===== src/verilog/sle_pkg.sv =====
// constants and types of the status lamp encoder
// assumes one 100 MHz module clock and a synchronous active-low reset
package sle_pkg;

  // ----------------------------------------
  // sizes and timing
  // ----------------------------------------
  localparam int          CHANNELS      = 8;
  localparam int          CLK_HZ        = 100_000_000;
  localparam int          FLASH_HALF_MS = 250;
  localparam int          FLASH_HALF_CYC = CLK_HZ / 1000 * FLASH_HALF_MS;
  localparam int          DIV_W         = 25;
  localparam logic [24:0] DIV_RESET     = 25'h0000000;

  // ----------------------------------------
  // lamp patterns
  // ----------------------------------------
  typedef enum logic [6:0] {
    SLE_MODE_DARK  = 7'h01,
    SLE_MODE_START = 7'h02,
    SLE_MODE_RUN   = 7'h04,
    SLE_MODE_FWUP  = 7'h08,
    SLE_MODE_DIAG  = 7'h10,
    SLE_MODE_HWDEF = 7'h20,
    SLE_MODE_ACK   = 7'h40
  } sle_mode_e;

  typedef enum logic [4:0] {
    SLE_CH_NORMAL   = 5'h01,
    SLE_CH_MISMATCH = 5'h02,
    SLE_CH_IDENT    = 5'h04,
    SLE_CH_SUPPLY   = 5'h08,
    SLE_CH_FORCE    = 5'h10
  } sle_chmode_e;

endpackage : sle_pkg


===== src/verilog/sle_flash_div.sv =====
// flash phase divider for the status lamp encoder
// assumes MCLK at the rate in sle_pkg
module sle_flash_div (
  input  wire logic MCLK,
  input  wire logic RST_B,
  output logic      PHASE
);

  logic [sle_pkg::DIV_W-1:0] cnt_reg;
  logic                      phase_reg;

  // one counter feeds every flashing lamp so they stay in step
  always_ff @(posedge MCLK) begin
    if (!RST_B) begin
      cnt_reg <= sle_pkg::DIV_RESET;
    end else if (cnt_reg ==
                 sle_pkg::DIV_W'(sle_pkg::FLASH_HALF_CYC - 1)) begin
      cnt_reg <= sle_pkg::DIV_RESET;
    end else begin
      cnt_reg <= cnt_reg + sle_pkg::DIV_W'(1);
    end
  end

  always_ff @(posedge MCLK) begin
    if (!RST_B) begin
      phase_reg <= 1'b0;
    end else if (cnt_reg ==
                 sle_pkg::DIV_W'(sle_pkg::FLASH_HALF_CYC - 1)) begin
      phase_reg <= ~phase_reg;
    end
  end

  assign PHASE = phase_reg;

endmodule // sle_flash_div


===== src/verilog/sle_top.sv =====
// front-panel lamp encoder of a fail-safe output module
// inputs are levels from the module's own state machines, synchronous
// to MCLK; lamp outputs are registered, 1 = lit
module sle_top (
  input  wire logic       MCLK,
  input  wire logic       RST_B,
  input  wire logic       BACKPLANE_OK,
  input  wire logic       PARAM_VALID,
  input  wire logic       ADDRESSED,
  input  wire logic       FW_UPDATE,
  input  wire logic       HW_DEFECT,
  input  wire logic       MODULE_FAULT,
  input  wire logic       SAFETY_COMM_ERR,
  input  wire logic       NEW_GEN_HOST,
  input  wire logic       MODULE_ACK_PEND,
  input  wire logic       ADDR_MISMATCH,
  input  wire logic       ADDR_IDENTIFY,
  input  wire logic       SUPPLY_ERR,
  input  wire logic       USER_ACK,
  input  wire logic       LOAD_SUPPLY_OK,
  input  wire logic [7:0] PROC_SIGNAL,
  input  wire logic [7:0] CH_DIAG,
  input  wire logic [7:0] CH_ACK_PEND,
  input  wire logic [7:0] CH_CHAIN_WAIT,
  output logic            RUN_LAMP,
  output logic            ERROR_LAMP,
  output logic            SUPPLY_LAMP,
  output logic [7:0]      CHANNEL_LAMP_N,
  output logic [7:0]      CHANNEL_DIAG_LAMP,
  output logic [7:0]      PROC_OUT,
  output logic            SUPPLY_FAULT_SHOWN
);

  localparam int N = sle_pkg::CHANNELS;

  logic                phase;
  logic                supply_hold_reg;
  logic                supply_hold_next;
  logic                supply_show;
  logic                ch_wait_any;
  logic                diag_any;
  logic                run_next;
  logic                err_next;
  logic [N-1:0]        st_next;
  logic [N-1:0]        dg_next;
  logic                run_reg;
  logic                err_reg;
  logic                pwr_reg;
  logic [N-1:0]        st_reg;
  logic [N-1:0]        dg_reg;
  logic [N-1:0]        proc_reg;
  sle_pkg::sle_mode_e   mode;
  sle_pkg::sle_chmode_e chmode;

  // ----------------------------------------
  // shared flash phase
  // ----------------------------------------
  sle_flash_div sle_flash_div_inst (
    .MCLK  (MCLK),
    .RST_B (RST_B),
    .PHASE (phase)
  );

  // ----------------------------------------
  // supply fault latch
  // ----------------------------------------
  // newer host keeps the fault shown until acknowledged; a new error in
  // the acknowledge cycle wins over the clear
  always_comb begin
    supply_hold_next = supply_hold_reg;
    if (SUPPLY_ERR && NEW_GEN_HOST) begin
      supply_hold_next = 1'b1;
    end else if (USER_ACK || !NEW_GEN_HOST) begin
      supply_hold_next = 1'b0;
    end
  end

  always_ff @(posedge MCLK) begin
    if (!RST_B) begin
      supply_hold_reg <= 1'b0;
    end else begin
      supply_hold_reg <= supply_hold_next;
    end
  end

  // older host: the live error alone decides, so it clears on correction
  assign supply_show = SUPPLY_ERR || supply_hold_reg;

  // ----------------------------------------
  // run / error pattern selection
  // ----------------------------------------
  assign ch_wait_any = |CH_ACK_PEND;
  assign diag_any    = MODULE_FAULT || SAFETY_COMM_ERR || (|CH_DIAG) ||
                       (NEW_GEN_HOST && ch_wait_any);

  // fixed priority: dark backplane, defect, update, address, supply, ack, diag, run
  always_comb begin
    if (!BACKPLANE_OK) begin
      mode = sle_pkg::SLE_MODE_DARK;
    end else if (HW_DEFECT) begin
      mode = sle_pkg::SLE_MODE_HWDEF;
    end else if (FW_UPDATE) begin
      mode = sle_pkg::SLE_MODE_FWUP;
    end else if (ADDR_MISMATCH || ADDR_IDENTIFY) begin
      mode = sle_pkg::SLE_MODE_FWUP;
    end else if (supply_show) begin
      mode = sle_pkg::SLE_MODE_DIAG;
    end else if ((NEW_GEN_HOST && MODULE_ACK_PEND) ||
                 (!NEW_GEN_HOST && ch_wait_any)) begin
      mode = sle_pkg::SLE_MODE_ACK;
    end else if (diag_any) begin
      mode = sle_pkg::SLE_MODE_DIAG;
    end else if (PARAM_VALID && ADDRESSED) begin
      mode = sle_pkg::SLE_MODE_RUN;
    end else begin
      mode = sle_pkg::SLE_MODE_START;
    end
  end

  // address indications keep the run lamp as the update pattern: dark
  always_comb begin
    case (mode)
      sle_pkg::SLE_MODE_DARK: begin
        run_next = 1'b0;
        err_next = 1'b0;
      end
      sle_pkg::SLE_MODE_START: begin
        run_next = phase;
        err_next = 1'b0;
      end
      sle_pkg::SLE_MODE_RUN: begin
        run_next = 1'b1;
        err_next = 1'b0;
      end
      sle_pkg::SLE_MODE_FWUP: begin
        run_next = 1'b0;
        err_next = phase;
      end
      sle_pkg::SLE_MODE_DIAG: begin
        run_next = 1'b1;
        err_next = phase;
      end
      sle_pkg::SLE_MODE_HWDEF: begin
        run_next = phase;
        err_next = phase;
      end
      sle_pkg::SLE_MODE_ACK: begin
        run_next = phase;
        err_next = ~phase;
      end
      default: begin
        run_next = 1'b0;
        err_next = 1'b0;
      end
    endcase
  end

  // ----------------------------------------
  // channel lamps
  // ----------------------------------------
  always_comb begin
    if (!BACKPLANE_OK || HW_DEFECT || FW_UPDATE) begin
      chmode = sle_pkg::SLE_CH_FORCE;
    end else if (ADDR_MISMATCH) begin
      chmode = sle_pkg::SLE_CH_MISMATCH;
    end else if (ADDR_IDENTIFY) begin
      chmode = sle_pkg::SLE_CH_IDENT;
    end else if (supply_show) begin
      chmode = sle_pkg::SLE_CH_SUPPLY;
    end else begin
      chmode = sle_pkg::SLE_CH_NORMAL;
    end
  end

  always_comb begin
    for (int i = 0; i < N; i++) begin
      case (chmode)
        sle_pkg::SLE_CH_MISMATCH: begin
          st_next[i] = 1'b0;
          dg_next[i] = 1'b1;
        end
        sle_pkg::SLE_CH_IDENT: begin
          st_next[i] = phase;
          dg_next[i] = 1'b0;
        end
        sle_pkg::SLE_CH_SUPPLY: begin
          st_next[i] = 1'b0;
          dg_next[i] = 1'b1;
        end
        sle_pkg::SLE_CH_NORMAL: begin
          if (CH_ACK_PEND[i] ||
              (!NEW_GEN_HOST && CH_CHAIN_WAIT[i] && ch_wait_any)) begin
            st_next[i] = phase;
            dg_next[i] = ~phase;
          end else if (CH_DIAG[i]) begin
            st_next[i] = 1'b0;
            dg_next[i] = 1'b1;
          end else begin
            st_next[i] = PROC_SIGNAL[i];
            dg_next[i] = 1'b0;
          end
        end
        default: begin
          st_next[i] = 1'b0;
          dg_next[i] = 1'b0;
        end
      endcase
    end
  end

  // ----------------------------------------
  // output registers
  // ----------------------------------------
  always_ff @(posedge MCLK) begin
    if (!RST_B) begin
      run_reg <= 1'b0;
      err_reg <= 1'b0;
    end else begin
      run_reg <= run_next;
      err_reg <= err_next;
    end
  end

  always_ff @(posedge MCLK) begin
    if (!RST_B) begin
      pwr_reg <= 1'b0;
    end else begin
      pwr_reg <= LOAD_SUPPLY_OK;
    end
  end

  always_ff @(posedge MCLK) begin
    if (!RST_B) begin
      st_reg <= 8'h00;
      dg_reg <= 8'h00;
    end else begin
      st_reg <= st_next;
      dg_reg <= dg_next;
    end
  end

  // a diagnosed channel is passivated: its process value goes to 0
  always_ff @(posedge MCLK) begin
    if (!RST_B) begin
      proc_reg <= 8'h00;
    end else begin
      proc_reg <= PROC_SIGNAL & ~CH_DIAG;
    end
  end

  assign RUN_LAMP           = run_reg;
  assign ERROR_LAMP         = err_reg;
  assign SUPPLY_LAMP        = pwr_reg;
  assign CHANNEL_LAMP_N     = st_reg;
  assign CHANNEL_DIAG_LAMP  = dg_reg;
  assign PROC_OUT           = proc_reg;
  assign SUPPLY_FAULT_SHOWN = supply_show;

endmodule // sle_top


===== config.mk =====
export PLATFORM = sky130hd
export DESIGN_NAME = sle_top
export DESIGN_NICKNAME = d
export VERILOG_FILES = /design/src/verilog/sle_pkg.sv /design/src/verilog/sle_flash_div.sv /design/src/verilog/sle_top.sv
export SDC_FILE = /design/constraint.sdc
export NUM_CORES = 1
export LEC_CHECK = 0
export ABC_AREA = 1
export BUFFER_PORTS_ARGS = -buffer_cell sky130_fd_sc_hd__buf_2
export CORE_MARGIN = 2
export CORE_UTILIZATION = 30
export DETAILED_ROUTE_END_ITERATION = 10
export GPL_ROUTABILITY_DRIVEN = 1
export SYNTH_ARGS = -nofsm -noshare
export SYNTH_HDL_FRONTEND = slang
export SYNTH_SLANG_ARGS = --single-unit

===== constraint.sdc =====
create_clock -name MCLK -period 2.15 [get_ports MCLK]
set_input_delay 0.3225 -clock MCLK [delete_from_list [all_inputs] [get_ports MCLK]]
set_output_delay 0.3225 -clock MCLK [all_outputs]
set_load 0.02 [all_outputs]

# Yosys cells after proc, flatten, opt, wreduce, memory -nomap -nowiden
# Cells that the tools add are included.
[classes] shift=0 reduce_logical=48 bitwise=4 div=0 n_eq_ne=11 magnitude_cmp=0 add_sub_neg=1 muxes=64 mul=0
[ops] cell="$mux W7" n=6
[ops] cell="$pmux W1 S2" n=18
[ops] cell="$mux W1" n=34
[ops] cell="$add A25 B1 Y25 const B" n=1
[ops] cell="$eq A25 B25 Y1 const B" n=1
[ops] cell="$logic_and A1 B1 Y1" n=21
[ops] cell="$logic_or A1 B1 Y1" n=17
[ops] cell="$reduce_or A8 Y1" n=2
[ops] cell="$mux W4" n=3
[ops] cell="$mux W5" n=2
[ops] cell="$and A8 B8 Y8" n=1
[ops] cell="$not A8 Y8" n=1
[ops] cell="$eq A7 B2 Y1 const B" n=1
[ops] cell="$eq A7 B3 Y1 const B" n=1
[ops] cell="$eq A7 B4 Y1 const B" n=1
[ops] cell="$eq A7 B5 Y1 const B" n=1
[ops] cell="$eq A7 B6 Y1 const B" n=1
[ops] cell="$eq A7 B7 Y1 const B" n=1
[ops] cell="$reduce_or A2 Y1" n=3
[ops] cell="$reduce_or A3 Y1" n=2
[ops] cell="$eq A5 B1 Y1 const B" n=1
[ops] cell="$eq A5 B2 Y1 const B" n=1
[ops] cell="$eq A5 B3 Y1 const B" n=1
[ops] cell="$eq A5 B4 Y1 const B" n=1
[ops] cell="other kinds (4)" n=6
[totals] rom_bits=0 in_bits=48 latch_bits=0 n_memories=0 register_bits=54 ramBits=0

# Longest topological paths before layout
# Gate-level depths: netlist (run 1).
[depth] word_depth=13 depth_mapped=10

# Cells and area by module
# Synthesis (run 1) repeated with hierarchy kept, for this count alone.
[hier_totals] cells_unflattened=411 area_unflattened_um2=2756.4
[modules_own_cells] mod="sle_flash_div" area_each_um2=1410.1 seq_area_each_um2=520.5 cells_each=210 instances=1
[modules_own_cells] mod="sle_top" area_each_um2=1346.3 seq_area_each_um2=560.5 cells_each=201 instances=1

# Worst setup path before layout (run 1)
# No wires, ideal clock.
[synth_timing] kind="reg2reg" start="reg sle_flash_div_inst.cnt_reg[0] in the netlist's numbering" end="reg sle_flash_div_inst.cnt_reg[17] in the netlist's numbering" required_time_ns=2.028 setup_slack_ns=0.621 synth_period_minus_slack_ns=1.529 path_stages_with_launch=10 t_arrival_ns=1.407 cell_sequence="dfxtp_1 ha_1 nand2_1 nor2_2 nand3_1 nor2_2 nand4_2 nand2_4 buf_6 a21oi_1"
[synth_via] elab_chain_cells=2 word_cells_on_any_way=3 cone_classes="add/sub (1); eq/ne (1); reduce/logical (1)"
[synth_lines] element="start, declared" line="sle_flash_div.sv:9" text="logic [sle_pkg::DIV_W-1:0] cnt_reg;"
[synth_lines] element="start signal, assigned" line="sle_flash_div.sv:15" text="cnt_reg <= sle_pkg::DIV_RESET;"
[synth_lines] element="start signal, assigned" line="sle_flash_div.sv:18" text="cnt_reg <= sle_pkg::DIV_RESET;"
[synth_lines] element="start signal, assigned" line="sle_flash_div.sv:20" text="cnt_reg <= cnt_reg + sle_pkg::DIV_W'(1);"
[synth_lines] element="parallel branches: the longest is 2 deep, another holds $add A25 B1 Y25"
# Parallel ways; which one is timed is not known.
# A chain may end at the register's enable or synchronous reset.

# Worst setup path in the final report (run 1)
[layout_timing] start="reg sle_flash_div_inst.cnt_reg[0] in the netlist's numbering" end="reg sle_flash_div_inst.cnt_reg[2] in the netlist's numbering"
# Same word-level chain as after synthesis.

==> results.yml, run 1 <==
worst_setup_path:
  worstPathCellList: "ha_1, nand2_1, nor2_2, nand3_1, nor2_2, nand4_2, nand2_4, nor3b_1"
  cp.depth: 8
  worst_setup_path_end_kind: "flip-flop"
  start_kind: "flip-flop"
  setup.reg_to_reg.worst_slack_ps: 390
  cpMaxStageDelayCell: "dfxtp_1"
  crit_top_cell: "nor2_2"
  cpLargestDelayFamily: "simple AND/OR/NAND/NOR gates"
  critPathBufInv: 0
  required_ps: 2330
  critPathArrivalTime_ps: 1940
  crit_fanout: 25
  critPathKind: "flip-flop to flip-flop"
  crit_path_max_incr_delay_ps: 370
  worstRegToRegCells: 8
finish:
  fin_nets: 499
  postLayoutCoreUtil_pct: 37.4
  largest_reg_flops: 25
  drive_gt1_share_pct: 22.8
  fill_cells: 935
  diodes: 0
  synthToLayoutAreaGrowth_pct: 22.9
global_route:
  grt_pass1_vias: 2351
  antenna_found_initial: 0
  grt_pass1_wl_um: 10900
  grt_max_degree: 28
  grt_usage_pct: 13.7
  grt_overflow: 0
synth:
  synthesis.nets: 421
  yosysSeqAreaShare_pct: 41.3
  postSynthCellCount: 372
  synth.avg_cell_area_um2: 7.04
  synth_area_mm2: 0.00262
  ys_types: 33
  synth-seq-cells: 54
  synth_warnings: 0
timing:
  finClkSkew_ps: 9.02
  fin_crit_ps: 1760
  max_freq_mhz: 567
  slew_viol_final: 0
  hold_violations: 0
  finalSetupViolCount: 0
  worst_pin_slew_ps: 683
  rsz0062_at_grt: "false"
  fin_crit_sh_pct: 82.0
  fin_setup_tns_ps: 0
  max-slew-margin-rel_pct: 54.4
floorplan:
  die_y_um: 97.4
  dieArea_mm2: 0.00949
  fp.coreArea_mm2: 0.00859
  start_util_pct: 30.5
  rows: 34
  die_w_um: 97.4
  io_pins: 76
drt:
  drtAntennaViolNets: 0
  drc: 0
  wl_per_cell_um: 11.5
  first_pass_iters: 4
  vias: 2548
  initialDrtViolationCount: 111
  drt-total-wl_um: 6450
  viasPerCell: 4.56
power:
  power_leakage_uw: 0.00141
  power.density_mw_per_mm2: 571
  ir_drop_uv: 360
clock_network:
  clock_path_buffers: 2
  post_cts_resized: 0
  clk_pin_slew_ps: 90
  numCtsBuffers: 5
  hold_buffers: 0
  ctsHtreeMaxLevel: 2
  cts_tree: "done"
  clock-sinks: 54
  post_cts_buffers: 0
  insertion_delay_ps: 300
  root_buffer: "clkbuf_8"
status:
  status: "completed"
placement:
  routabilityCongestion: 0.926
  io_buffer_count: 75
  dpl.hpwl_um: 5060
min_path:
  hold_path.class: "input port to flip-flop"
  holdPathStages: 3
flow_run:
  cap_violations: 0
==> layout make-up <==
cell class                 count  area, um^2  share of cell area, %
tap                          108         135                   4.20
inverter                      41         154                   4.78
timing repair buffer          78         398                   12.4
sequential                    54        1080                   33.6
multi-input combinational    270        1340                   41.6
clock buffer                   8         110                   3.42
==> per-layer routing <==
metal  GRT usage, %  vias to the layer above  wire length (um)
met3           3.31                        2               412
met2           22.8                       77              2950
met1           17.9                     1127              3060
li1               -                     1342                 -
met5              0                        -                 0
met4           3.53                        0                25
==> final timing paths <==
check	startpoint	endpoint
worst min register to register	sle_flash_div_inst.cnt_reg[0]	sle_flash_div_inst.cnt_reg[0]
worst min-delay path	LOAD_SUPPLY_OK	SUPPLY_LAMP
worst max register to register	sle_flash_div_inst.cnt_reg[0]	sle_flash_div_inst.cnt_reg[2]
worst max-delay path	sle_flash_div_inst.cnt_reg[0]	sle_flash_div_inst.cnt_reg[2]
==> synthesized netlist by cell type <==
library cell	count	area share (%)
clkinv_1	1	0.14
nand3_1	10	1.9
nor2_4	4	1.7
a21oi_2	1	0.33
nand2_4	1	0.43
nand3_4	1	0.67
nor3b_1	3	0.86
xor2_1	5	1.7
o31ai_1	1	0.29
a21oi_1	29	5.5
nor3_1	4	0.76
nand2_1	94	13
xnor2_1	6	2.0
nand3b_1	1	0.29
nand4_2	1	0.48
or2_2	1	0.24
nand4_1	8	1.9
or2_0	4	0.96
ha_1	1	0.48
o21ai_0	20	3.8
a2111oi_0	1	0.33
buf_6	2	0.86
nor2_1	54	7.7
inv_1	40	5.7
nor2_2	4	0.96
nor4_1	2	0.48
a21o_1	8	2.3
buf_2	1	0.19
o21a_1	1	0.29
o21bai_1	1	0.29
nand2_2	4	0.96
dfxtp_1	54	41
clkbuf_1	4	0.57
==> layout by cell type (no fill, tap or decap), types with 5 or more instances in the layout <==
cell and instances:
o21ai_0 20, buf_2 75, nand3_1 10, a21oi_1 29
xnor2_1 6, nand2_1 94, dfxtp_1 54, nand4_1 8
inv_1 40, nor2_1 54, clkbuf_8 8, xor2_1 5
a21o_1 8
==> worst register-to-register path, delay by kind of cell, from the launching register on <==
family / cells / cell delay, ps
and+or+nand+nor: 7 / 1090
DFF: 1 / 370
adders and majority gates: 1 / 180
==> metrics by stage <==
stage / power, uW / instance area [um^2] / hold WS (ps) / setup WS, ps / instances
2_1_floorplan: 1140 / 2620 / 416 / 621 / 372
3_3_place_gp: 1220 / 3110 / 432 / 393 / 551
3_5_place_dp: 1220 / 3110 / 442 / 348 / 551
4_1_cts: 1860 / 3220 / 205 / 347 / 559
5_1_grt: 1930 / 3220 / 201 / 194 / 559
6_report: 1840 / 3220 / 215 / 387 / 559
==> power by group <==
part,internal (uW),switching [uW]
logic,70.2,107
clock network,326,314
registers,1020,6.31
total,1410,427
==> kinds of logic after synthesis <==
family	count (synthesis)	share of synthesized area, %
AND/OR/NAND/NOR	196	33.8
AO/OA/AOI/OAI	62	13.2
buffers and inverters	48	7.50
XOR/XNOR	11	3.68
adder cells (fa/ha/maj)	1	0.478
flip-flops	54	41.3
(Power assumes the default switching activity.)
==> inputs of run 2 (changes only) <==
Clock period 2.15 ns to 1.7 ns, I/O delays scaled along.
==> run 2 against run 1 <==
Effect of this change: sequential share of layout area fell by 1.7 points; fmax increased by 6.7%; count of clock-buffer cells in the layout shrank 3; first-iteration DRC count shrank 18%; register-to-register slack worse by 340 ps; global-route usage up 0.51 points; combinational power grew 31%; utilization is 2.3 points higher; final cell count grew 1.4%; clock skew fell by 4.1 ps; critical path type unchanged; critical endpoint is now sle_flash_div_inst.cnt_reg[20].
==> results.yml, run 2 (synthesis results as in run 1) <==
placement:
  routabilityCongestion: 0.923
  dpl.hpwl_um: 5260
  io_buffer_count: 75
  dp_slack_ps: 28.0
  dp_cells: 556
timing:
  hold_violations: 0
  finClkSkew_ps: 4.96
  fin_crit_ps: 1650
  rsz0062_at_grt: "true"
  max-slew-margin-rel_pct: 54.4
  finalSetupViolCount: 0
  max_freq_mhz: 605
  fin_hold_ws_ps: 126
  fin_crit_sh_pct: 97.2
  setup_ws_ps: 48.3
  worst_pin_slew_ps: 684
  slew_viol_final: 0
power:
  power.density_mw_per_mm2: 752
  power_uw: 2570
  power_leakage_uw: 0.00150
  ir_drop_uv: 365
global_route:
  grt_overflow: 0
  grt_pass1_vias: 2476
  grt_max_degree: 26
  grt_pass1_wl_um: 11200
  antenna_found_initial: 0
  grt_usage_pct: 14.2
clock_network:
  root_buffer: "clkbuf_8"
  clk_pin_slew_ps: 100
  insertion_delay_ps: 310
  clock_path_buffers: 2
  ctsHtreeMaxLevel: 2
  hold_buffers: 0
  clock-sinks: 54
  cts_tree: "done"
  numCtsBuffers: 5
drt:
  viasPerCell: 4.69
  wl_per_cell_um: 12.3
  initialDrtViolationCount: 91
  wl_met1_um: 3100
  drc: 0
  wl_met3_um: 407
  met2WireLength_um: 3320
  first_pass_iters: 4
  drtAntennaViolNets: 0
  vias: 2660
  drt-total-wl_um: 6950
  maxUsedRoutingLayer: "met4"
worst_setup_path:
  crit_fanout: 5
  worst_setup_path_end_kind: "flip-flop"
  cpMaxStageDelayCell: "dfxtp_2"
  crit_path_max_incr_delay_ps: 380
  critPathKind: "flip-flop to flip-flop"
  critical_path.startpoint: "sle_flash_div_inst.cnt_reg[1]"
  start_kind: "flip-flop"
  rr_startpoint: "sle_flash_div_inst.cnt_reg[1]"
  critPathArrivalTime_ps: 1860
  required_ps: 1900
  crit_top_cell: "nor2_4"
  worstPathCellList: "ha_4, nand2_4, nor2_4, buf_6, nand2_4, nor2_4, nand3_4, nor2_4, nand2_2, nor2_2, nor3b_2"
finish:
  synthToLayoutAreaGrowth_pct: 30.4
  diodes: 0
  multi_input_area_mm2: 0.00142
  fin_nets: 507
  largest_reg_flops: 25
  drive_gt1_share_pct: 26.8
  stdcell_count: 567
  layout_common_cells: "nand2_1, buf_2, nor2_1"
  fill_cells: 911
  final_common_cell: "nand2_1"
  seq_area_mm2: 0.00109
min_path:
  hold_path.class: "input port to flip-flop"
  worstHoldStart: "LOAD_SUPPLY_OK"
status:
  status: "completed"
floorplan:
  io_pins: 76
  start_util_pct: 30.5
  rows: 34
  die_w_um: 97.4
  fp.coreArea_mm2: 0.00859
  dieArea_mm2: 0.00949
  die_y_um: 97.4
flow_run:
  cap_violations: 0
## run 2: worst paths after layout
check	cells after the start	slack [ps]	to
hold reg to reg	1	450	sle_flash_div_inst.cnt_reg[0]
setup / recovery	11	50	sle_flash_div_inst.cnt_reg[20]
setup reg to reg	11	50	sle_flash_div_inst.cnt_reg[20]
hold / removal	3	130	SUPPLY_LAMP
## run 2: power breakdown
| group | internal [uW] | switching, uW |
|---|---|---|
| registers | 1290 | 12.6 |
| clock network | 590 | 444 |
| logic | 92.4 | 140 |
## run 2: critical path, delay by kind of cell (launching register included)
family	cells	cell delay, ps
adder cells (fa/ha/maj)	1	160
buffers and inverters	1	120
flip-flops	1	380
AND/OR/NAND/NOR	9	900
## run 2: what timing repair did
| action | CTS | global route |
|---|---|---|
| hold endpoints to repair | 0 | 0 |
| endpoints found under the setup margin | 0 | 26 |
| gates resized for setup | 0 | 21 |
| buffers inserted | 0 | 3 |
## run 2: routing by layer
metal / vias up / track usage, %
li1: 1355 / -
met1: 1206 / 17.9
met2: 89 / 24.2
met3: 10 / 2.88
met4: 0 / 4.91
met5: - / 0
## run 2: layout make-up
cell class                      instances  share of cell area [%]
Clock buffer                            5                    2.02
Clock inverter                          3                    2.02
Inverter                               41                    4.51
Multi-Input combinational cell        270                    41.7
Sequential cell                        54                    31.9
Tap cell                              108                    3.96
Timing Repair Buffer                   86                    13.9
## run 2: per-stage QoR
stage	utilization, %	area, um^2	TNS [ps]
floorplan	-	2620	0
global placement	36.8	3160	0
detailed placement	36.8	3160	0
CTS	38.4	3300	0
global route	39.7	3410	-138
finish	39.7	3410	0
